[src/acc_xor_cmp_pkg.sv]
// Package with opcodes, widths and reset values for the accumulator xor/compare unit.
package acc_xor_cmp_pkg;

  localparam int ACC_W = 32;
  localparam int HALF_W = 16;
  localparam int CNT_W = 6;
  localparam int STACK_DEPTH = 8;
  localparam int MIN_BITS = 1;
  localparam int MAX_BITS = 32;
  localparam logic [31:0] ACC_RESET = 32'h0000_0000;

  typedef enum logic [2:0] {
    OP_XOR_WORD = 3'h0,
    OP_XOR_DOUBLE = 3'h1,
    OP_XOR_BIT_RANGE = 3'h2,
    OP_XOR_WITH_STACK = 3'h3,
    OP_COMPARE_WORD = 3'h4,
    OP_COMPARE_DOUBLE = 3'h5,
    OP_COMPARE_BIT_RANGE = 3'h6,
    OP_NONE = 3'h7
  } opcode_t;

  // One instruction as the sequencer hands it over.
  typedef struct packed {
    opcode_t op;
    logic [31:0] operand;
    logic [5:0] bit_count;
  } instr_t;

  typedef struct packed {
    logic less_than_flag;
    logic equal_flag;
    logic greater_than_flag;
    logic zero_result_flag;
    logic negative_result_flag;
  } flags_t;

  localparam flags_t FLAGS_RESET = 5'h00;

endpackage : acc_xor_cmp_pkg

[src/accumulator_xor_compare_unit.sv]
// Accumulator exclusive-or and compare unit with accumulator stack and status flags.
//
// Operation
// - Word xor: low accumulator half xored with memory word, written back.
// - Every xor form sets zero flag when result is zero, else clears.
// - Every xor form sets negative flag exactly when result bit 31 is one.
// - Double xor: full 32-bit accumulator xored with immediate constant.
// - Bit-range xor: accumulator xored with a run of 1 to 32 bits.
// - Stack xor: accumulator xored with stack level one, then stack pops.
// - Word compare: low accumulator half against memory word sets compare flags.
// - Any compare asserts exactly one of less, equal, greater.
// - Double compare: full accumulator against two words or a constant.
// - Bit-range compare: accumulator against a run of 1 to 32 bits.
// - Each flag holds until the next instruction that updates that flag.
// - Compares leave the accumulator unchanged.
`timescale 1ns/10ps

module accumulator_xor_compare_unit #(
  parameter int STACK_DEPTH = acc_xor_cmp_pkg::STACK_DEPTH
) (
  // Clock and reset.
  input wire logic i_clk_sys,
  input wire logic i_reset,
  // Instruction from the sequencer.
  input wire logic i_valid,
  input wire acc_xor_cmp_pkg::instr_t i_instr,
  // Accumulator load and stack push from other instructions.
  input wire logic i_load,
  input wire logic [31:0] i_load_value,
  input wire logic i_push,
  // Results.
  output logic [31:0] o_acc,
  output logic [31:0] o_stack_top,
  output acc_xor_cmp_pkg::flags_t o_flags,
  output logic o_done
);

  // ****************************************************************
  // State
  // ****************************************************************
  logic [31:0] acc_q;
  logic [31:0] acc_d;
  logic [31:0] stack_q [STACK_DEPTH];
  logic [31:0] stack_d [STACK_DEPTH];
  acc_xor_cmp_pkg::flags_t flags_q;
  acc_xor_cmp_pkg::flags_t flags_d;
  logic done_q;
  logic done_d;

  // ****************************************************************
  // Operand shaping
  // ****************************************************************
  logic [31:0] range_mask;
  logic [31:0] range_val;
  logic [31:0] xor_res;
  logic [31:0] cmp_a;
  logic [31:0] cmp_b;
  logic is_xor;
  logic is_cmp;
  logic do_pop;

  // A count outside 1..32 is clamped so the run never reaches past 32 bits.
  always_comb begin
    range_mask = 32'h0000_0000;
    for (int i = 0; i < acc_xor_cmp_pkg::MAX_BITS; i++) begin
      if (i < int'(i_instr.bit_count) || i_instr.bit_count > 6'h20) begin
        range_mask[i] = 1'b1;
      end
    end
    if (i_instr.bit_count == 6'h00) begin
      range_mask = 32'h0000_0001;
    end
    range_val = i_instr.operand & range_mask;
  end

  always_comb begin
    is_xor = i_valid && (i_instr.op inside {acc_xor_cmp_pkg::OP_XOR_WORD, acc_xor_cmp_pkg::OP_XOR_DOUBLE,
                                            acc_xor_cmp_pkg::OP_XOR_BIT_RANGE,
                                            acc_xor_cmp_pkg::OP_XOR_WITH_STACK});
    is_cmp = i_valid && (i_instr.op inside {acc_xor_cmp_pkg::OP_COMPARE_WORD, acc_xor_cmp_pkg::OP_COMPARE_DOUBLE,
                                            acc_xor_cmp_pkg::OP_COMPARE_BIT_RANGE});
    do_pop = i_valid && i_instr.op == acc_xor_cmp_pkg::OP_XOR_WITH_STACK;
    xor_res = acc_q;
    cmp_a = acc_q;
    cmp_b = i_instr.operand;
    unique case (i_instr.op)
      acc_xor_cmp_pkg::OP_XOR_WORD: begin
        xor_res = {acc_q[31:16], acc_q[15:0] ^ i_instr.operand[15:0]};
      end
      acc_xor_cmp_pkg::OP_XOR_DOUBLE: begin
        xor_res = acc_q ^ i_instr.operand;
      end
      acc_xor_cmp_pkg::OP_XOR_BIT_RANGE: begin
        xor_res = acc_q ^ range_val;
      end
      acc_xor_cmp_pkg::OP_XOR_WITH_STACK: begin
        xor_res = acc_q ^ stack_q[0];
      end
      acc_xor_cmp_pkg::OP_COMPARE_WORD: begin
        cmp_a = {16'h0000, acc_q[15:0]};
        cmp_b = {16'h0000, i_instr.operand[15:0]};
      end
      acc_xor_cmp_pkg::OP_COMPARE_DOUBLE: begin
        cmp_b = i_instr.operand;
      end
      acc_xor_cmp_pkg::OP_COMPARE_BIT_RANGE: begin
        cmp_b = range_val;
      end
      acc_xor_cmp_pkg::OP_NONE: begin
        cmp_b = i_instr.operand;
      end
    endcase
  end

  // ****************************************************************
  // Next state
  // ****************************************************************
  always_comb begin
    acc_d = acc_q;
    flags_d = flags_q;
    done_d = i_valid;
    for (int i = 0; i < STACK_DEPTH; i++) begin
      stack_d[i] = stack_q[i];
    end
    if (is_xor) begin
      acc_d = xor_res;
      flags_d.zero_result_flag = (xor_res == 32'h0000_0000);
      flags_d.negative_result_flag = xor_res[31];
    end else if (is_cmp) begin
      // Accumulator keeps its value on compares.
      flags_d.less_than_flag = cmp_a < cmp_b;
      flags_d.equal_flag = cmp_a == cmp_b;
      flags_d.greater_than_flag = cmp_a > cmp_b;
    end else if (i_load) begin
      acc_d = i_load_value;
      if (i_push) begin
        stack_d[0] = acc_q;
        for (int i = 1; i < STACK_DEPTH; i++) begin
          stack_d[i] = stack_q[i - 1];
        end
      end
    end
    if (do_pop) begin
      // Deepest level refills with zero as every level moves up.
      for (int i = 0; i < STACK_DEPTH - 1; i++) begin
        stack_d[i] = stack_q[i + 1];
      end
      stack_d[STACK_DEPTH - 1] = 32'h0000_0000;
    end
  end

  always_ff @(posedge i_clk_sys or posedge i_reset) begin
    if (i_reset) begin
      acc_q <= acc_xor_cmp_pkg::ACC_RESET;
      flags_q <= acc_xor_cmp_pkg::FLAGS_RESET;
      done_q <= 1'b0;
      for (int i = 0; i < STACK_DEPTH; i++) begin
        stack_q[i] <= 32'h0000_0000;
      end
    end else begin
      acc_q <= acc_d;
      flags_q <= flags_d;
      done_q <= done_d;
      for (int i = 0; i < STACK_DEPTH; i++) begin
        stack_q[i] <= stack_d[i];
      end
    end
  end

  assign o_acc = acc_q;
  assign o_flags = flags_q;
  assign o_done = done_q;
  assign o_stack_top = stack_q[0];

  // ****************************************************************
  // Reference run mask
  // ****************************************************************
  // The checks build their own run mask by one shift instead of the per-bit loop,
  // so a slip in the loop cannot hide behind an identical expectation.
  logic [5:0] ref_count;
  logic [31:0] ref_mask;

  always_comb begin
    ref_count = i_instr.bit_count;
    if (i_instr.bit_count < 6'(acc_xor_cmp_pkg::MIN_BITS)) begin
      ref_count = 6'(acc_xor_cmp_pkg::MIN_BITS);
    end else if (i_instr.bit_count > 6'(acc_xor_cmp_pkg::MAX_BITS)) begin
      ref_count = 6'(acc_xor_cmp_pkg::MAX_BITS);
    end
    ref_mask = 32'((33'h1 << ref_count) - 33'h1);
  end
endmodule : accumulator_xor_compare_unit

[config.mk]
export PLATFORM = sky130hd
export DESIGN_NAME = accumulator_xor_compare_unit
export DESIGN_NICKNAME = d
export VERILOG_FILES = /design/src/acc_xor_cmp_pkg.sv /design/src/accumulator_xor_compare_unit.sv
export SDC_FILE = /design/constraint.sdc
export NUM_CORES = 1
export LEC_CHECK = 0
export BUFFER_PORTS_ARGS = -buffer_cell sky130_fd_sc_hd__buf_2
export CORE_ASPECT_RATIO = 1.5
export CORE_MARGIN = 3
export CORE_UTILIZATION = 55
export DETAILED_ROUTE_END_ITERATION = 16
export MAX_ROUTING_LAYER = met4
export PLACE_DENSITY = 0.75
export SLEW_MARGIN = 20
export SYNTH_ARGS = -nofsm -noshare
export SYNTH_HDL_FRONTEND = slang
export SYNTH_SLANG_ARGS = --single-unit
[constraint.sdc]
create_clock -name i_clk_sys -period 12.65 [get_ports i_clk_sys]
set_clock_uncertainty 0.15 [all_clocks]
set_input_delay 2.53 -clock i_clk_sys [delete_from_list [all_inputs] [get_ports i_clk_sys]]
set_output_delay 2.53 -clock i_clk_sys [all_outputs]
set_load 0.05 [all_outputs]
==> flow_summary.yaml <==
cts:
  cts_tree: "done"
  hold_buffers: 0
  clk_pin_slew_ps: 60
  htreeDepth: 1
  numCtsBuffers: 30
  ctsResizeCount: 0
  cts_root_buf: "clkbuf_16"
  cts_buffer_depth: 3
  clock-sinks: 294
  insertion_delay_ps: 560
  cts_setup_buffers: 0
synthesis:
  synth_top_cell_by_area: "dfrtp_1"
  syn_avg_cell_area_um2: 7.965
  synthTopCellsByArea: "dfrtp_1 45%, nand2_1 13%, a31oi_1 9.2%"
  ys_ff_latch: 294
  synth_warnings: 0
  netlist_instances: 2038
  synthArstFlopShare_pct: 100.0
  synth_top_area_share_pct: 45.32
  post_synth_num_cell_types: 80
  synth_fp_nets: 2148
  yosys_most_used_dff: "dfrtp_1"
  synth_edf_count: 0
  synth-seq-area-share_pct: 45.32
  syn-cell-area_um2: 16230
grt:
  grt_pass1_wl_um: 76450
  gr-usage-all-layers_pct: 30.39
  first_global_vias: 14065
  antenna_found_initial: 0
  use_met3_pct: 2.698
  grt-ovfl-total: 0
  grt_util_met1_pct: 40.42
  grt_max_degree: 171
  busiest_layer: "met2"
  gr-usage-met2_pct: 46.19
floorplanning:
  std_cell_rows: 76
  fp.dieArea_um2: 31650
  ios: 148
  core_um2: 28910
  die_h_um: 216.4
  start_util_pct: 56.15
  die_w_um: 146.3
power:
  peakVddDrop_mv: 0.1230
  switching_share_pct: 38.83
  combPwrFrac_pct: 28.4
  clock_power_share_pct: 26.1
  switchingPower_w: 0.001276
  p_per_area_nw_per_um2: 185.4
  p_leak_nw: 8.164
  p_seq_share_pct: 45.5
  cell_internal_pwr_w: 0.002010
placed_design:
  gp_congestion: 1.023
  port_buffers: 147
  dp_hpwl_um: 31220
finish:
  area_growth_pct: 9.204
  drive_gt1_share_pct: 11.42
  nets: 2155
  post-route-util_pct: 61.32
  antenna_cells: 0
hold_path:
  min-delay-start: "o_flags[4]"
  hold_path_depth: 1
  hold_path.class: "flop to flop"
  hold_end: "o_flags[4]"
sta:
  worstMarginPinSlew_ps: 1059
  maxSlewHeadroom_pct: 29.15
  rsz0062_at_grt: "false"
  hold_viol: 0
  fmaxAchievable_mhz: 157.3
  finalSetupTns_ps: 0
  final.min_clock_period_ps: 6357
  final-setup-viol-count: 0
  drv_slew: 0
  fin_crit_sh_pct: 50.26
worst_setup_path:
  worstPathRequired_ps: 12930
  max_stage_delay_ps: 960
  reg2reg_depth: 9
  rr_endpoint: "o_flags[2]"
  cpMostUsedCell: "nor3_1"
  r2r_slack_ps: 9730
  crit_chain: "buf_2 -> inv_1 -> buf_4 -> nand2_1 -> nor2_1 -> nor2b_1 -> ha_1 -> nand4_1 -> nor3_1 -> or3_1 -> a221o_1 -> a211o_1 -> a311oi_1 -> nor3_1"
  crit_path_end_kind: "flop"
  cp.arrival_ps: 6640
  reg2reg_from: "o_acc[28]"
  crit_fanout: 36
  path_class: "primary input to flop"
  worst_path_max_delay_cell: "nor2_1"
  startpoint_type: "primary input"
drt:
  drt_pass1_iterations: 5
  vias_per_cell: 6.017
  wire_per_inst_um: 19.28
  ant_nets: 0
  wirelength_um: 47380
  vias: 14783
  drt_iter0_markers: 1349
  post-route-drc-count: 0
outcome:
  status: "complete, no violations"
run:
  cap_violations: 0
-- cell families (layout without fill, tap and decap cells) --
kind of cell               after synthesis  in the layout  synth area share, %
and+or+nand+nor                        970            970                24.35
DFF                                    294            294                45.32
xor gates and xnor gates                16             16               0.8633
adders and majority gates               32             32                2.467
buffers and inverters                  203            232                5.627
muxes                                   23             23                1.480
AOI/OAI and AO/OA                      500            500                19.89
-- registers in the layout, indices dropped and copies added, names as in the netlist --
signal	count
o_acc	32
o_done	1
o_flags	5
o_stack_top	32
stack_q	224
-- layout by cell type, fill, tap and decap left out, drive strengths merged, types with 7 or more instances in the layout --
cell type	instances
a31oi	239
nand2b	8
buf	164
and2	8
nand3	18
o21a	8
nand4	13
dfrtp	294
ha	32
inv	15
clkbuf	47
o211ai	7
nand2	569
o21ai	67
xnor2	11
a21o	22
a211o	20
nor3	14
nor2	281
a21oi	73
mux2i	15
nor2b	23
mux2	8
a32oi	8
-- per-layer routing --
layer / share of wire [%] / vias to the layer above
li1: - / 7030
met1: 43 / 7015
met2: 46 / 565
met3: 5.2 / 173
met4: 6.6 / 0
met5: 0 / -
-- power groups by stage --
stage | clock, W | sequential, W | combinational (W)
floorplan | 0 | 0.00152 | 0.000645
global placement | 0 | 0.00149 | 0.000904
detailed placement | 0 | 0.00150 | 0.000933
CTS | 0.000869 | 0.00148 | 0.000937
global route | 0.000911 | 0.00153 | 0.00103
finish | 0.000856 | 0.00150 | 0.000935
-- worst max-delay path: cells and delay by family --
kind                     cells  cell delay, ps
adder cells (fa/ha/maj)      1             360
AND/OR/NAND/NOR              7            2110
buffers and inverters        3             740
AO/OA/AOI/OAI                3             860
-- cells in the mapped netlist, drive strengths merged (14+ instances only) --
master and number:
nor3 14, a31oi 239, buf 50, ha 32, clkbuf 139, nand3 18
o21ai 67, dfrtp 294, nand2 569, nor2 281, a211o 20, a21o 22
mux2i 15, inv 14, a21oi 73, nor2b 23
-- metrics by stage --
step | hold WS (ps) | instances | area (um2) | setup slack (ps) | total power [W]
after global placement | 316.9 | 2403 | 16760 | 5717 | 0.002391
after global routing | 364.9 | 2457 | 17730 | 5971 | 0.003470
after detailed placement | 318.7 | 2403 | 16770 | 5784 | 0.002430
after floorplan | 351.9 | 2038 | 16230 | 1851 | 0.002163
after CTS | 341.7 | 2457 | 17710 | 6374 | 0.003291
final | 345.9 | 2457 | 17730 | 6293 | 0.003286
-- how the worst max path moves through the flow --
stage           startpoint             end  slack (ps)
3_3_place_gp   i_instr[39]  o_stack_top[8]        5720
4_1_cts        i_instr[38]      o_flags[2]        6370
5_1_grt        i_instr[38]      o_flags[2]        5970
3_5_place_dp   i_instr[38]      o_flags[2]        5780
6_report       i_instr[38]      o_flags[2]        6290
2_1_floorplan      i_reset        o_acc[0]        1850
-- area by class of cell --
class	instances	area (um2)
fillers	2622	11180
multi-input cells	1541	7986
clock buffers	47	895.9
inverters	14	60.06
repair buffers	164	887.1
clock inverters	7	51.30
flip-flops and latches	294	7357
well taps	390	488.0
(Power assumes the default switching activity.)
